### src/shared/rcf_consts.vh
/*
 * Constants of the reset-cause flag block: register offsets, flag bit
 * positions, reset values and control command bits.
 * Assumes inclusion by bare name from the design files.
 */
`ifndef RCF_CONSTS_VH
`define RCF_CONSTS_VH

// ************************************************************
// register byte offsets
// ************************************************************
`define RCF_OFS_STATUS 4'h0
`define RCF_OFS_PWRCTL 4'h4
`define RCF_OFS_CTRL 4'h8
`define RCF_OFS_STACK 4'hC

// ************************************************************
// status register fields
// ************************************************************
`define RCF_ST_TIMEOUT 1
`define RCF_ST_POWERDOWN 0

// ************************************************************
// power-control register fields
// ************************************************************
`define RCF_PC_OVERFLOW 7
`define RCF_PC_UNDERFLOW 6
`define RCF_PC_WDT 4
`define RCF_PC_PIN 3
`define RCF_PC_INSTR 2
`define RCF_PC_POWERON 1
`define RCF_PC_BROWNOUT 0

// ************************************************************
// control register command bits (write one to act)
// ************************************************************
`define RCF_CT_RESET_INSTR 0
`define RCF_CT_SLEEP 1
`define RCF_CT_WDT_CLEAR 2

// ************************************************************
// reset values after power-on
// ************************************************************
`define RCF_RST_STATUS 2'h3
`define RCF_RST_PWRCTL 8'h1C

// ************************************************************
// stack
// ************************************************************
`define RCF_STACK_LEVELS 5'h10

`endif

### src/hw/rcf_stack_guard.v
/*
 * Hardware return-stack depth tracker. Flags a push beyond the top
 * level or a pop beyond the first level.
 * Assumes push and pop come from logic on the same clock.
 */
`timescale 1ns/100ps
`default_nettype none
`include "rcf_consts.vh"

module rcf_stack_guard
(
  // clock and reset
  input wire clk,
  input wire rst,
  // core reset clears the stack
  input wire clear,
  // stack operations
  input wire push,
  input wire pop,
  // results
  output reg overflow,
  output reg underflow,
  output reg [4:0] depth
);

  // ************************************************************
  // depth counter
  // ************************************************************
  always @(posedge clk or posedge rst)
  begin
    if (rst)
    begin
      depth <= 5'h00;
      overflow <= 1'b0;
      underflow <= 1'b0;
    end
    else
    begin
      overflow <= 1'b0;
      underflow <= 1'b0;
      if (clear)
        depth <= 5'h00;
      else if (push && !pop)
      begin
        if (depth == `RCF_STACK_LEVELS)
          overflow <= 1'b1;
        else
          depth <= depth + 5'h01;
      end
      else if (pop && !push)
      begin
        if (depth == 5'h00)
          underflow <= 1'b1;
        else
          depth <= depth - 5'h01;
      end
    end
  end

endmodule // rcf_stack_guard
`default_nettype wire

### src/hw/rcf_top.v
/*
 * Reset-cause flag logic: sticky flags that tell firmware which reset
 * or wake event happened last, a stack-error reset source and a
 * classic Wishbone slave for the flag registers.
 * Assumes RST is the power-on reset; pin inputs are asynchronous.
 */
// Chosen here: the register addresses and the Wishbone register port.
// What this block does
// - with the stack-error fuse set, a push past level sixteen or a pop past level one resets the core.
// - every reset updates flags in the status or power-control registers to show its cause.
// - a stack-overflow reset sets the overflow flag and leaves all other cause flags alone.
// - a stack-underflow reset sets the underflow flag and leaves all other cause flags alone.
// - power-on sets time-out, power-down, watchdog, pin and instruction flags, clears power-on and stack flags.
// - a watchdog wake from sleep clears the time-out and power-down flags and keeps the rest.
// - an interrupt wake from sleep leaves time-out at one and power-down at zero, the rest kept.
// - the reset pin in normal operation clears the pin flag and keeps the rest.
// - the reset pin during sleep clears the pin flag, time-out to one, power-down to zero.
// - unchanged flags keep their value and an unknown flag takes an arbitrary fixed value.
`timescale 1ns/100ps
`default_nettype none
`include "rcf_consts.vh"

module rcf_top
(
  // clock and power-on reset
  input wire CLK,
  input wire RST,
  // wishbone slave
  input wire CYC_I,
  input wire STB_I,
  input wire WE_I,
  input wire [3:0] ADR_I,
  input wire [3:0] SEL_I,
  input wire [31:0] DAT_I,
  output reg [31:0] DAT_O,
  output reg ACK_O,
  // asynchronous pins
  input wire EXTERNAL_RESET_PIN_N,
  input wire BROWNOUT_DETECT,
  input wire STACK_ERROR_RESET_FUSE,
  // core events on this clock
  input wire WATCHDOG_TIMEOUT,
  input wire WAKE_INTERRUPT,
  input wire STACK_PUSH,
  input wire STACK_POP,
  // outputs to the core
  output reg CORE_RESET,
  output reg ASLEEP
);

  // ************************************************************
  // pin synchronisers
  // ************************************************************
  reg [2:0] sync_a;
  reg [2:0] sync_b;
  reg pin_prev;
  reg brownout_prev;
  wire pin_n_s = sync_b[0];
  wire brownout_s = sync_b[1];
  wire fuse_s = sync_b[2];
  wire pin_evt = pin_prev && !pin_n_s;
  wire brownout_evt = brownout_s && !brownout_prev;

  always @(posedge CLK or posedge RST)
  begin
    if (RST)
    begin
      sync_a <= 3'h5;
      sync_b <= 3'h5;
      pin_prev <= 1'b1;
      brownout_prev <= 1'b0;
    end
    else
    begin
      sync_a <= {STACK_ERROR_RESET_FUSE, BROWNOUT_DETECT,
                 EXTERNAL_RESET_PIN_N};
      sync_b <= sync_a;
      pin_prev <= pin_n_s;
      brownout_prev <= brownout_s;
    end
  end

  // ************************************************************
  // stack guard
  // ************************************************************
  wire stk_ovf, stk_unf;
  wire [4:0] stk_depth;

  rcf_stack_guard i_rcf_stack_guard
  (
    .clk(CLK), .rst(RST), .clear(CORE_RESET),
    .push(STACK_PUSH), .pop(STACK_POP),
    .overflow(stk_ovf), .underflow(stk_unf), .depth(stk_depth)
  );

  wire ovf_evt = stk_ovf && fuse_s;
  wire unf_evt = stk_unf && fuse_s;

  // ************************************************************
  // wishbone decode
  // ************************************************************
  wire wb_req = CYC_I && STB_I;
  wire wb_wr = wb_req && WE_I && ACK_O && SEL_I[0];
  wire wr_status = wb_wr && (ADR_I == `RCF_OFS_STATUS);
  wire wr_pwrctl = wb_wr && (ADR_I == `RCF_OFS_PWRCTL);
  wire wr_ctrl = wb_wr && (ADR_I == `RCF_OFS_CTRL);
  wire cmd_instr = wr_ctrl && DAT_I[`RCF_CT_RESET_INSTR];
  wire cmd_sleep = wr_ctrl && DAT_I[`RCF_CT_SLEEP];
  wire cmd_wdtclr = wr_ctrl && DAT_I[`RCF_CT_WDT_CLEAR];

  // ************************************************************
  // flag registers
  // ************************************************************
  reg timeout_flag_n, powerdown_flag_n;
  reg stack_overflow_flag, stack_underflow_flag, watchdog_reset_flag_n;
  reg pin_reset_flag_n, instruction_reset_flag_n, poweron_flag_n;
  reg brownout_flag_n;
  reg next_timeout, next_powerdown, next_overflow, next_underflow;
  reg next_watchdog, next_pin, next_instr, next_poweron, next_brownout;
  reg next_asleep, next_reset;
  localparam [1:0] status_init = `RCF_RST_STATUS;
  localparam [7:0] pwrctl_init = `RCF_RST_PWRCTL;

  wire [7:0] pwrctl_rd = {stack_overflow_flag, stack_underflow_flag, 1'b0,
                          watchdog_reset_flag_n, pin_reset_flag_n,
                          instruction_reset_flag_n, poweron_flag_n,
                          brownout_flag_n};

  // register writes, watchdog clear and sleep first, then wake and reset events in rising strength
  always @*
  begin
    next_timeout = timeout_flag_n;
    next_powerdown = powerdown_flag_n;
    next_overflow = stack_overflow_flag;
    next_underflow = stack_underflow_flag;
    next_watchdog = watchdog_reset_flag_n;
    next_pin = pin_reset_flag_n;
    next_instr = instruction_reset_flag_n;
    next_poweron = poweron_flag_n;
    next_brownout = brownout_flag_n;
    next_asleep = ASLEEP;
    next_reset = 1'b0;
    if (wr_status)
    begin
      next_timeout = DAT_I[`RCF_ST_TIMEOUT];
      next_powerdown = DAT_I[`RCF_ST_POWERDOWN];
    end
    if (wr_pwrctl)
    begin
      next_overflow = DAT_I[`RCF_PC_OVERFLOW];
      next_underflow = DAT_I[`RCF_PC_UNDERFLOW];
      next_watchdog = DAT_I[`RCF_PC_WDT];
      next_pin = DAT_I[`RCF_PC_PIN];
      next_instr = DAT_I[`RCF_PC_INSTR];
      next_poweron = DAT_I[`RCF_PC_POWERON];
      next_brownout = DAT_I[`RCF_PC_BROWNOUT];
    end
    if (cmd_wdtclr)
    begin
      next_timeout = 1'b1;
      next_powerdown = 1'b1;
    end
    if (cmd_sleep && !ASLEEP)
    begin
      next_timeout = 1'b1;
      next_powerdown = 1'b0;
      next_asleep = 1'b1;
    end
    if (ASLEEP && WAKE_INTERRUPT)
    begin
      next_timeout = 1'b1;
      next_powerdown = 1'b0;
      next_asleep = 1'b0;
    end
    if (cmd_instr)
    begin
      next_instr = 1'b0;
      next_reset = 1'b1;
    end
    if (ovf_evt)
    begin
      next_overflow = 1'b1;
      next_reset = 1'b1;
    end
    if (unf_evt)
    begin
      next_underflow = 1'b1;
      next_reset = 1'b1;
    end
    if (WATCHDOG_TIMEOUT)
    begin
      if (ASLEEP)
      begin
        next_timeout = 1'b0;
        next_powerdown = 1'b0;
        next_asleep = 1'b0;
      end
      else
      begin
        next_watchdog = 1'b0;
        next_timeout = 1'b0;
        next_reset = 1'b1;
      end
    end
    if (pin_evt)
    begin
      next_pin = 1'b0;
      next_reset = 1'b1;
      if (ASLEEP)
      begin
        next_timeout = 1'b1;
        next_powerdown = 1'b0;
      end
    end
    if (brownout_evt)
    begin
      next_brownout = 1'b0;
      next_timeout = 1'b1;
      next_powerdown = 1'b1;
      next_pin = 1'b1;
      next_instr = 1'b1;
      next_overflow = 1'b0;
      next_underflow = 1'b0;
      next_reset = 1'b1;
    end
    if (next_reset)
      next_asleep = 1'b0;
  end

  always @(posedge CLK or posedge RST)
  begin
    if (RST)
    begin
      timeout_flag_n <= status_init[`RCF_ST_TIMEOUT];
      powerdown_flag_n <= status_init[`RCF_ST_POWERDOWN];
      stack_overflow_flag <= pwrctl_init[`RCF_PC_OVERFLOW];
      stack_underflow_flag <= pwrctl_init[`RCF_PC_UNDERFLOW];
      watchdog_reset_flag_n <= pwrctl_init[`RCF_PC_WDT];
      pin_reset_flag_n <= pwrctl_init[`RCF_PC_PIN];
      instruction_reset_flag_n <= pwrctl_init[`RCF_PC_INSTR];
      poweron_flag_n <= pwrctl_init[`RCF_PC_POWERON];
      // undefined after power-on, held at a fixed value
      brownout_flag_n <= pwrctl_init[`RCF_PC_BROWNOUT];
      ASLEEP <= 1'b0;
      CORE_RESET <= 1'b0;
    end
    else
    begin
      timeout_flag_n <= next_timeout;
      powerdown_flag_n <= next_powerdown;
      stack_overflow_flag <= next_overflow;
      stack_underflow_flag <= next_underflow;
      watchdog_reset_flag_n <= next_watchdog;
      pin_reset_flag_n <= next_pin;
      instruction_reset_flag_n <= next_instr;
      poweron_flag_n <= next_poweron;
      brownout_flag_n <= next_brownout;
      ASLEEP <= next_asleep;
      CORE_RESET <= next_reset;
    end
  end

  // ************************************************************
  // wishbone answer
  // ************************************************************
  always @(posedge CLK or posedge RST)
  begin
    if (RST)
    begin
      ACK_O <= 1'b0;
      DAT_O <= 32'h00000000;
    end
    else
    begin
      ACK_O <= wb_req && !ACK_O;
      if (wb_req && !ACK_O)
      begin
        case (ADR_I)
          `RCF_OFS_STATUS:
            DAT_O <= {30'h00000000, timeout_flag_n, powerdown_flag_n};
          `RCF_OFS_PWRCTL:
            DAT_O <= {24'h000000, pwrctl_rd};
          `RCF_OFS_CTRL:
            DAT_O <= {29'h00000000, ASLEEP, 2'h0};
          `RCF_OFS_STACK:
            DAT_O <= {26'h0000000, fuse_s, stk_depth};
          default:
            DAT_O <= 32'h00000000;
        endcase
      end
    end
  end

endmodule // rcf_top
`default_nettype wire

### config.mk
export PLATFORM = sky130hd
export DESIGN_NAME = rcf_top
export DESIGN_NICKNAME = d
export VERILOG_FILES = /design/src/hw/rcf_stack_guard.v /design/src/hw/rcf_top.v
export VERILOG_INCLUDE_DIRS = /design/src /design/src/shared
export SDC_FILE = /design/constraint.sdc
export NUM_CORES = 1
export LEC_CHECK = 0
export BUFFER_PORTS_ARGS = -buffer_cell sky130_fd_sc_hd__buf_4
export CAP_MARGIN = 15
export CORE_UTILIZATION = 38
export CTS_BUF_LIST = sky130_fd_sc_hd__clkbuf_16
export DETAILED_ROUTE_END_ITERATION = 10
export GPL_TIMING_DRIVEN = 0
export PLACE_DENSITY = 0.78
export SLEW_MARGIN = 10
export SYNTH_ARGS = -nofsm -noshare
export SYNTH_HDL_FRONTEND = slang
export SYNTH_HIERARCHICAL = 1
export SYNTH_SLANG_ARGS = --single-unit
### constraint.sdc
create_clock -name CLK -period 2.2 [get_ports CLK]
set_clock_uncertainty 0.15 [all_clocks]
set_input_delay 0.44 -clock CLK [delete_from_list [all_inputs] [get_ports CLK]]
set_output_delay 0.44 -clock CLK [all_outputs]
set_load 0.05 [all_outputs]
==> Word level (Yosys, flattened, before mapping) <==
Index checks and enable logic that the tools add are counted.
{ "classes": {"add_sub_neg": 2, "mul": 0, "n_div": 0, "order_cmp": 0, "n_eq_ne": 6, "n_shift": 0, "mux": 59, "n_bitwise": 0, "n_reduce_logical": 34} }
{ "op_table": {"columns": ["operator", "n"], "rows": [
  ["2-to-1 mux 1 bit", 53],
  ["case mux 8 bit (4 select lines)", 1],
  ["2-to-1 mux 5 bit", 5],
  ["logical AND 1 bit", 19],
  ["nonzero test 3 bit", 5],
  ["equality test 4 bit (second input constant)", 2],
  ["zero test 1 bit", 6],
  ["adder 5 x 1 -> 5 bit (second input constant)", 1],
  ["equality test 5 bit (second input constant)", 1],
  ["zero test 5 bit", 1],
  ["subtractor 5 x 1 -> 5 bit (second input constant)", 1],
  ["equality test 4 x 3 -> 1 bit (second input constant)", 1],
  ["zero test 4 bit", 1],
  ["inequality test 3 x 2 -> 1 bit (second input constant)", 1],
  ["inequality test 3 bit (second input constant)", 1],
  ["AND reduction 3 bit", 1],
  ["nonzero test 2 bit", 1]
]} }
{ "totals": {"register_bits": 59, "latch_bits": 0, "mem_bits_rw": 0, "mem_bits_ro": 0, "input_bits": 52, "out_inout_bits": 35, "elab_cells": 121, "memories": 0} }

==> Logic depth before layout (Yosys ltp) <==
Gate-level depths: netlist of run 1.
{ "depth": {"ltp_word": 14, "depth_mapped": 8, "depth_no_buf": 8} }

==> Cells and area by module <==
Netlist of run 1, hierarchy kept.
{ "by_module_without_submodules": {"columns": ["module", "instances", "cells_per_inst", "area_each_um2", "seq_area_each_um2"], "rows": [
  ["rcf_top", 1, 141, 1455.1, 713.2],
  ["rcf_stack_guard", 1, 50, 483.0, 175.2]
]} }

==> Worst setup path before layout of run 1 <==
Ideal clock, no wire load.
{ "synth_path": {"path_type": "in2reg", "from": "input port STACK_POP", "to": "register i_rcf_stack_guard.depth[3]", "setup_ns": 0.095, "arrival_time_ns": 1.888, "required_ns": 1.955, "setup_slack_ns": 0.067, "stages": 8, "n_path_buf": 0, "cell_sequence": "and2b_1 inv_1 ha_1 nand2_1 mux2i_1 a211o_1 xnor2_1 o31ai_1"} }
{ "synth_between": {"elab_chain_len": 4, "elab_cells_between_ends": 9, "classes_between": "eq/ne: 2; mux: 2; reduce/logical: 5"} }
{ "synth_rtl": {"columns": ["item", "line", "text"], "rows": [
  ["start: declaration", "rcf_top.v:45", "input wire STACK_POP,"],
  ["zero test 1 bit", "rcf_stack_guard.v:43", "else if (push && !pop)"],
  ["logical AND 1 bit", "rcf_stack_guard.v:43", null],
  ["inequality test 3 bit (no source line) (tied with other cells)", null, null],
  ["AND reduction 3 bit (no source line) or 2-to-1 mux 5 bit (tied branches)", null, null],
  ["end signal: assignment", "rcf_stack_guard.v:48", "depth <= depth + 5'h01;"],
  ["end signal: assignment", "rcf_stack_guard.v:55", "depth <= depth - 5'h01;"],
  ["end: declaration", "rcf_stack_guard.v:23", "output reg [4:0] depth"]
]} }
Parallel ways exist; a longest one is shown, timed or not.
A chain may end at the register's enable or synchronous reset.

==> Worst setup path after layout of run 1 <==
{ "layout_path": {"from": "input port STACK_POP", "to": "register i_rcf_stack_guard.depth[4]"} }
The elaborated chain is that of the path after synthesis.

==> results of run 1 <==
==> power breakdown <==
group	switching, mW	leakage [nW]	internal, mW	total, mW
sequential	0.0204	0.440	0.679	0.700
clock	0.241	0.0812	0.527	0.768
combinational	0.228	0.767	0.141	0.369
==> metal layers <==
layer  routed length [um]  vias to the layer above  global-route usage
li1                     -                      752                   -
met1                 1650                      688               0.198
met2                 1870                       55               0.247
met3                  242                        2              0.0439
met4                   17                        0              0.0577
met5                    0                        -                   0
==> synthesized netlist by cell type, types with 2 or more instances <==
master / count / area share
a22oi_1: 2 / 0.0077
xnor2_1: 3 / 0.014
dfstp_2: 10 / 0.14
dfrtp_1: 25 / 0.32
o21ai_0: 12 / 0.031
nand3_1: 6 / 0.015
nor3_1: 2 / 0.0052
clkbuf_1: 2 / 0.0039
mux2i_1: 10 / 0.052
nor2_1: 11 / 0.021
nor2b_1: 5 / 0.016
nand2b_1: 2 / 0.0065
ha_1: 4 / 0.026
buf_6: 2 / 0.012
mux2_2: 3 / 0.017
a21oi_1: 8 / 0.021
nor4_1: 3 / 0.0097
inv_1: 7 / 0.014
or2_2: 2 / 0.0065
nand2_1: 19 / 0.037
buf_4: 24 / 0.093
a31oi_1: 2 / 0.0065
==> kinds of logic (layout without fill, tap and decap cells) <==
family                     after synthesis  count (layout)  share of synthesized area
AOI/OAI and AO/OA                       35              35                      0.112
xor gates and xnor gates                 4               4                     0.0181
adders and majority gates                4               4                     0.0258
buffers and inverters                   36              80                      0.124
DFF                                     35              35                      0.458
muxes                                   14              14                     0.0768
other                                    1              24                    0.00193
and+or+nand+nor                         62              62                      0.183
==> stage by stage <==
| step | utilization | std cells | hold WS, ps | setup TNS (ps) |
|---|---|---|---|---|
| after global placement | 0.491 | 315 | 183 | -374 |
| after floorplan | - | 214 | 93.4 | 0 |
| after global routing | 0.533 | 325 | 113 | 0 |
| after CTS | 0.527 | 324 | 118 | 0 |
| final | 0.533 | 325 | 125 | 0 |
| after detailed placement | 0.491 | 315 | 185 | -480 |
==> state kept, by name (all words and copies together) (netlist names), 3 cells and up <==
name and count:
sync_a 3, i_rcf_stack_guard/depth 5, sync_b 3, DAT_O 8
==> path summary, 6_finish.rpt <==
check	start	end	slack [ps]	cells past startpoint
setup reg to reg	i_rcf_stack_guard/depth[1]	i_rcf_stack_guard/depth[1]	200	7
hold reg to reg	sync_a[0]	sync_b[0]	210	0
hold / removal	STACK_ERROR_RESET_FUSE	sync_a[2]	120	1
setup / recovery	STACK_POP	i_rcf_stack_guard/depth[4]	160	8
min in group asynchronous	RST	i_rcf_stack_guard/depth[0]	520	3
max in group asynchronous	RST	sync_b[0]	780	4
==> layout make-up <==
| class | count | area share |
|---|---|---|
| clock buffers | 5 | 0.0488 |
| clock inverters | 3 | 0.0151 |
| well taps | 67 | 0.0327 |
| inverters | 7 | 0.0102 |
| flip-flops and latches | 35 | 0.346 |
| repair buffers | 36 | 0.114 |
| plain buffers | 29 | 0.0834 |
| multi-input cells | 143 | 0.350 |
==> repair_timing <==
| action | 4_1_cts | 5_1_grt |
|---|---|---|
| resized for setup | 0 | 2 |
| setup endpoints to repair | 0 | 2 |
| endpoints found under the hold margin | 7 | 0 |
| hold buffers | 1 | 0 |
==> worst register-to-register path, delay by kind of cell, from the launching register on <==
kind	cells	cell delay, ps
AND/OR/NAND/NOR	2	620
multiplexers	1	190
AO/OA/AOI/OAI	2	270
buffers and inverters	2	270
flip-flops	1	390
==> flow_summary.html, run 1 <==
<table>
<tr><th>Metric</th><th>Value</th></tr>
<tr><th colspan="2">Outcome</th></tr>
<tr><td>Result of the run</td><td>finished, final reports clean</td></tr>
<tr><th colspan="2">Routing</th></tr>
<tr><td>Average wire per cell in the routed design</td><td>11.6 um</td></tr>
<tr><td>Drt first-iter violations</td><td>117</td></tr>
<tr><td>Total DRC errors in the routed layout</td><td>0</td></tr>
<tr><td>Number of routed nets with antenna violations</td><td>0</td></tr>
<tr><td>Drt first pass iters</td><td>4</td></tr>
<tr><td>Final wirelength</td><td>3.77 mm</td></tr>
<tr><td>Total via count in the routed design</td><td>1497</td></tr>
<tr><td>Via-per-instance ratio</td><td>4.61</td></tr>
<tr><th colspan="2">Cells and area</th></tr>
<tr><td>FF/Latch Area</td><td>888 sq um</td></tr>
<tr><td>Fraction of layout cells with a size suffix above 1</td><td>0.353</td></tr>
<tr><td>Number of fillers in the final layout</td><td>456</td></tr>
<tr><td>Diodes inserted</td><td>0</td></tr>
<tr><td>Area grow syn2layout</td><td>32.4%</td></tr>
<tr><td>Footprint of the multi-input gates</td><td>897 sq um</td></tr>
<tr><td>Final-stage net count</td><td>313</td></tr>
<tr><td>Final design area excluding fillers</td><td>2570 sq um</td></tr>
<tr><td>Most common cell after layout, fill and taps aside</td><td>buf_4</td></tr>
<tr><td>Commonest non-fill, non-tap cells in the layout</td><td>58 x buf_4, 25 x dfrtp_1, 24 x conb_1, 19 x nand2_1, 12 x o21ai_0</td></tr>
<tr><th colspan="2">Critical path</th></tr>
<tr><td>Class of the most critical setup path</td><td>in2reg</td></tr>
<tr><td>Kind of cell adding the most delay to the critical path</td><td>simple AND/OR/NAND/NOR gates</td></tr>
<tr><td>Combined buffer and inverter count along the critical path</td><td>2</td></tr>
<tr><td>Required time worst endpoint</td><td>2240 ps</td></tr>
<tr><td>Maximum cell stage delay along the critical path</td><td>340 ps</td></tr>
<tr><td>Cell with the largest stage delay on the worst path</td><td>ha_1</td></tr>
<tr><td>Kind of end point of the critical path</td><td>flop</td></tr>
<tr><td>Cell Chain, Critical Path</td><td>buf_4 &gt; and2b_2 &gt; inv_2 &gt; ha_1 &gt; a21oi_1 &gt; a31oi_1 &gt; or3_1 &gt; a21oi_1</td></tr>
<tr><td>Arrival time reported for the critical path endpoint</td><td>2080 ps</td></tr>
<tr><td>Max Fanout on Critical Path</td><td>7</td></tr>
<tr><td>CP dominant cell by count</td><td>a21oi_1</td></tr>
<tr><td>Critical path startpoint category</td><td>primary input</td></tr>
<tr><th colspan="2">Global route</th></tr>
<tr><td>Total routing resource utilization after global routing</td><td>0.154</td></tr>
<tr><td>Antenna violations before repair</td><td>0</td></tr>
<tr><td>Largest net degree at the start of global routing</td><td>29</td></tr>
<tr><td>Global-route wire length before repair</td><td>6.22 mm</td></tr>
<tr><td>Vias in the first global route</td><td>1407</td></tr>
<tr><td>Total congestion overflow</td><td>0</td></tr>
<tr><th colspan="2">Synth</th></tr>
<tr><td>Async S/R FF share, synth</td><td>1.00</td></tr>
<tr><td>Fraction of the yosys area taken by sequential cells</td><td>0.458</td></tr>
<tr><td>Avg Cell Area, Syn</td><td>10.1 sq um</td></tr>
<tr><td>Number of synthesized register bits</td><td>35</td></tr>
<tr><td>Yosys cell types</td><td>49</td></tr>
<tr><td>Synthesized instance count</td><td>191</td></tr>
<tr><td>Top FF cell, synth</td><td>dfrtp_1</td></tr>
<tr><td>Count of flip-flops with a built-in enable after synthesis</td><td>0</td></tr>
<tr><td>Summed instance area of the synthesized netlist</td><td>1940 sq um</td></tr>
<tr><td>Ys Warns</td><td>6</td></tr>
<tr><th colspan="2">CTS</th></tr>
<tr><td>Root buffer cell</td><td>clkbuf_16</td></tr>
<tr><td>TritonCTS clock tree</td><td>yes</td></tr>
<tr><td># clock sinks</td><td>35</td></tr>
<tr><td>Clock buffers created by TritonCTS</td><td>5</td></tr>
<tr><td>Clk_lat worst skew</td><td>270 ps</td></tr>
<tr><td>Clock tree buffer depth</td><td>2</td></tr>
<tr><td>CTS clock-pin slew for the worst setup and hold paths</td><td>50 ps</td></tr>
<tr><td>Count of buffers added by post-CTS timing repair for setup</td><td>0</td></tr>
<tr><td>CTS H-Tree Depth</td><td>2</td></tr>
<tr><th colspan="2">Place</th></tr>
<tr><td>Placement-stage cell area</td><td>2360 sq um</td></tr>
<tr><td>DP HPWL</td><td>2.88 mm</td></tr>
<tr><td>Final Wtd Congestion</td><td>0.818</td></tr>
<tr><td>Placement Setup Slack</td><td>-251 ps</td></tr>
<tr><td>Total of buffers placed on input and output ports</td><td>34</td></tr>
<tr><th colspan="2">Floorplanning</th></tr>
<tr><td>Number of rows created at floorplan</td><td>25</td></tr>
<tr><td>IO Count</td><td>87</td></tr>
<tr><td>CORE AREA</td><td>4820 sq um</td></tr>
<tr><td>Die width</td><td>73.4 um</td></tr>
<tr><td>Initial Utilization</td><td>0.402</td></tr>
<tr><td>DIE AREA</td><td>5390 sq um</td></tr>
<tr><td>Vertical die dimension</td><td>73.4 um</td></tr>
<tr><th colspan="2">Timing</th></tr>
<tr><td>Setup violators final</td><td>0</td></tr>
<tr><td>Unrepaired setup endpoints after global routing</td><td>no</td></tr>
<tr><td>Fmax</td><td>0.490 GHz</td></tr>
<tr><td>Max-slew violation count</td><td>0</td></tr>
<tr><td>Final worst slack</td><td>159 ps</td></tr>
<tr><td>Period utilization</td><td>0.928</td></tr>
<tr><td>Clock period minus worst slack</td><td>2040 ps</td></tr>
<tr><td>Total count of hold-check failures in the final report</td><td>0</td></tr>
<tr><th colspan="2">Pwr</th></tr>
<tr><td>Power, Total</td><td>1.84 mW</td></tr>
<tr><td>Cell Pwr Density</td><td>716 nW/um^2</td></tr>
<tr><td>Largest vdd supply drop</td><td>622 uV</td></tr>
<tr><td>Leakage power summed over all cells</td><td>1.29 nW</td></tr>
<tr><th colspan="2">Run</th></tr>
<tr><td>MaxCap Viol Count</td><td>0</td></tr>
<tr><th colspan="2">Worst hold path</th></tr>
<tr><td>Hold WC Path Type</td><td>in2reg</td></tr>
</table>
Note: power is estimated with default switching activity, not from simulation.
==> run 2: changes to the inputs <==
Settings changed: CORE_UTILIZATION 38 to 47, PLACE_DENSITY 0.78 to 0.91.
==> flow_summary.html, run 2 (synthesis results as in run 1) <==
<table>
<tr><th>Metric</th><th>Value</th></tr>
<tr><th colspan="2">Place</th></tr>
<tr><td>Placement-stage cell area</td><td>2340 sq um</td></tr>
<tr><td>Total of buffers placed on input and output ports</td><td>34</td></tr>
<tr><td>DP HPWL</td><td>3.08 mm</td></tr>
<tr><td>Final Wtd Congestion</td><td>0.781</td></tr>
<tr><td>Placement Setup Slack</td><td>-219 ps</td></tr>
<tr><td>Number of instances in the placed design</td><td>296</td></tr>
<tr><th colspan="2">Global route</th></tr>
<tr><td>Highest-utilization routing layer at the global route stage</td><td>met2</td></tr>
<tr><td>Largest net degree at the start of global routing</td><td>29</td></tr>
<tr><td>Total congestion overflow</td><td>0</td></tr>
<tr><td>Global-route wire length before repair</td><td>6.42 mm</td></tr>
<tr><td>Routing usage on met1</td><td>0.244</td></tr>
<tr><td>Antenna violations before repair</td><td>0</td></tr>
<tr><td>Vias in the first global route</td><td>1396</td></tr>
<tr><td>Total routing resource utilization after global routing</td><td>0.205</td></tr>
<tr><td>Global routing usage on met2</td><td>0.328</td></tr>
<tr><td>Fraction of met3 tracks used by global routing</td><td>0.0690</td></tr>
<tr><th colspan="2">Timing</th></tr>
<tr><td>Hold Worst Slack</td><td>116 ps</td></tr>
<tr><td>Clock period minus worst slack</td><td>1990 ps</td></tr>
<tr><td>Unrepaired setup endpoints after global routing</td><td>no</td></tr>
<tr><td>Period utilization</td><td>0.907</td></tr>
<tr><td>Fmax</td><td>0.501 GHz</td></tr>
<tr><td>Final worst slack</td><td>205 ps</td></tr>
<tr><td>Max-slew violation count</td><td>0</td></tr>
<tr><td>Setup violators final</td><td>0</td></tr>
<tr><td>Total count of hold-check failures in the final report</td><td>0</td></tr>
<tr><td>Sum Neg Setup Slack</td><td>0 ps</td></tr>
<tr><th colspan="2">CTS</th></tr>
<tr><td>TritonCTS clock tree</td><td>yes</td></tr>
<tr><td>Clock buffers created by TritonCTS</td><td>5</td></tr>
<tr><td>CTS H-Tree Depth</td><td>2</td></tr>
<tr><td>Clk_lat worst skew</td><td>280 ps</td></tr>
<tr><td>Root buffer cell</td><td>clkbuf_16</td></tr>
<tr><td># clock sinks</td><td>35</td></tr>
<tr><td>Clock tree buffer depth</td><td>2</td></tr>
<tr><td>CTS clock-pin slew for the worst setup and hold paths</td><td>50 ps</td></tr>
<tr><td>Count of buffers added by post-CTS timing repair for setup</td><td>0</td></tr>
<tr><th colspan="2">Floorplanning</th></tr>
<tr><td>Vertical die dimension</td><td>66.2 um</td></tr>
<tr><td>IO Count</td><td>87</td></tr>
<tr><td>Die width</td><td>66.2 um</td></tr>
<tr><td>Initial Utilization</td><td>0.510</td></tr>
<tr><td>DIE AREA</td><td>4380 sq um</td></tr>
<tr><td>Number of rows created at floorplan</td><td>22</td></tr>
<tr><td>CORE AREA</td><td>3800 sq um</td></tr>
<tr><th colspan="2">Critical path</th></tr>
<tr><td>Kind of end point of the critical path</td><td>flop</td></tr>
<tr><td>Required time worst endpoint</td><td>2200 ps</td></tr>
<tr><td>Critical path startpoint category</td><td>flop</td></tr>
<tr><td>Max Fanout on Critical Path</td><td>7</td></tr>
<tr><td>Worst setup path startpoint</td><td>i_rcf_stack_guard/depth[1]</td></tr>
<tr><td>Launch instance of the worst register-to-register path</td><td>i_rcf_stack_guard/depth[1]</td></tr>
<tr><td>Arrival time reported for the critical path endpoint</td><td>1990 ps</td></tr>
<tr><td>Class of the most critical setup path</td><td>reg2reg</td></tr>
<tr><th colspan="2">Routing</th></tr>
<tr><td>Via-per-instance ratio</td><td>4.90</td></tr>
<tr><td>Drt first-iter violations</td><td>88</td></tr>
<tr><td>Average wire per cell in the routed design</td><td>12.9 um</td></tr>
<tr><td>Drt first pass iters</td><td>4</td></tr>
<tr><td>Total via count in the routed design</td><td>1499</td></tr>
<tr><td>Number of routed nets with antenna violations</td><td>0</td></tr>
<tr><td>Total DRC errors in the routed layout</td><td>0</td></tr>
<tr><td>Final wirelength</td><td>3.93 mm</td></tr>
<tr><th colspan="2">Cells and area</th></tr>
<tr><td>Diodes inserted</td><td>0</td></tr>
<tr><td>Registers with the highest flip-flop counts</td><td>DAT_O: 8 flops, i_rcf_stack_guard/depth: 5 flops</td></tr>
<tr><td>Most common cell after layout, fill and taps aside</td><td>buf_4</td></tr>
<tr><td>Commonest non-fill, non-tap cells in the layout</td><td>58 x buf_4, 25 x dfrtp_1, 24 x conb_1, 19 x nand2_1, 12 x o21ai_0</td></tr>
<tr><td>FF/Latch Area</td><td>888 sq um</td></tr>
<tr><td>Fraction of layout cells with a size suffix above 1</td><td>0.345</td></tr>
<tr><td>Post-route insts no fill</td><td>306</td></tr>
<tr><td>Final design area excluding fillers</td><td>2510 sq um</td></tr>
<tr><td>Area grow syn2layout</td><td>29.8%</td></tr>
<tr><td>Register with the most flip-flops</td><td>DAT_O</td></tr>
<tr><td>Final-stage net count</td><td>313</td></tr>
<tr><td>Number of flip-flops under the largest register name</td><td>8</td></tr>
<tr><td>Footprint of the multi-input gates</td><td>897 sq um</td></tr>
<tr><td>Number of fillers in the final layout</td><td>314</td></tr>
<tr><td>Post-layout util</td><td>0.662</td></tr>
<tr><th colspan="2">Worst hold path</th></tr>
<tr><td>Hold WC Path Type</td><td>in2reg</td></tr>
<tr><td>Startpoint of the most critical hold path</td><td>STACK_ERROR_RESET_FUSE</td></tr>
<tr><th colspan="2">Pwr</th></tr>
<tr><td>Power, Total</td><td>1.71 mW</td></tr>
<tr><td>Largest vdd supply drop</td><td>510 uV</td></tr>
<tr><td>Cell Pwr Density</td><td>680 nW/um^2</td></tr>
<tr><td>Leakage power summed over all cells</td><td>1.29 nW</td></tr>
<tr><th colspan="2">Run</th></tr>
<tr><td>MaxCap Viol Count</td><td>0</td></tr>
<tr><th colspan="2">Outcome</th></tr>
<tr><td>Result of the run</td><td>finished, final reports clean</td></tr>
</table>
==> run 2: cell count changes in the layout (fill, tap and decap cells not counted) <==
cell and change:
bufinv_16 -1, clkinv_2 -1, inv_1 +3, clkinv_1 -1
==> run 2: what timing repair did <==
action,4_1_cts,5_1_grt
setup endpoints to repair,0,2
gates resized for setup,0,2
hold buffers,1,0
endpoints found under the hold margin,7,0
==> run 2: final cells by class <==
cell class / count / share of cell area
Buffer: 29 / 0.0851
Multi-Input combinational cell: 143 / 0.357
Timing Repair Buffer: 36 / 0.116
Inverter: 7 / 0.0104
Clock inverter: 3 / 0.00448
Clock buffer: 5 / 0.0498
Tap cell: 48 / 0.0239
Sequential cell: 35 / 0.353
==> run 2: worst paths after layout <==
kind	end	slack, ps	depth (start not counted)
setup reg to reg	i_rcf_stack_guard/depth[1]	210	7
hold reg to reg	sync_b[1]	200	0
max in group asynchronous	sync_b[0]	890	4
hold / removal	sync_a[2]	120	1
min in group asynchronous	i_rcf_stack_guard/underflow	500	3
setup / recovery	i_rcf_stack_guard/depth[1]	210	7
==> run 2: critical path, cell delays in order (launching register included) <==
cell and delay (ps):
dfrtp_1 390, buf_6 140, or4_4 560, o21ai_2 120, o21a_1 140, buf_6 130
mux2i_1 180, nor2_1 60
==> run 2: where the power goes <==
group	leakage, nW	switching [mW]	internal, mW	total (mW)
clock network	0.0776	0.234	0.405	0.639
registers	0.440	0.0205	0.680	0.700
logic	0.767	0.229	0.141	0.370
total	1.29	0.483	1.23	1.71
==> run 2: layer usage <==
| layer | share of wire | vias up |
|---|---|---|
| met1 | 0.43 | 679 |
| met5 | 0 | - |
| met4 | 0.022 | 0 |
| met3 | 0.070 | 8 |
| met2 | 0.48 | 66 |
| li1 | - | 746 |
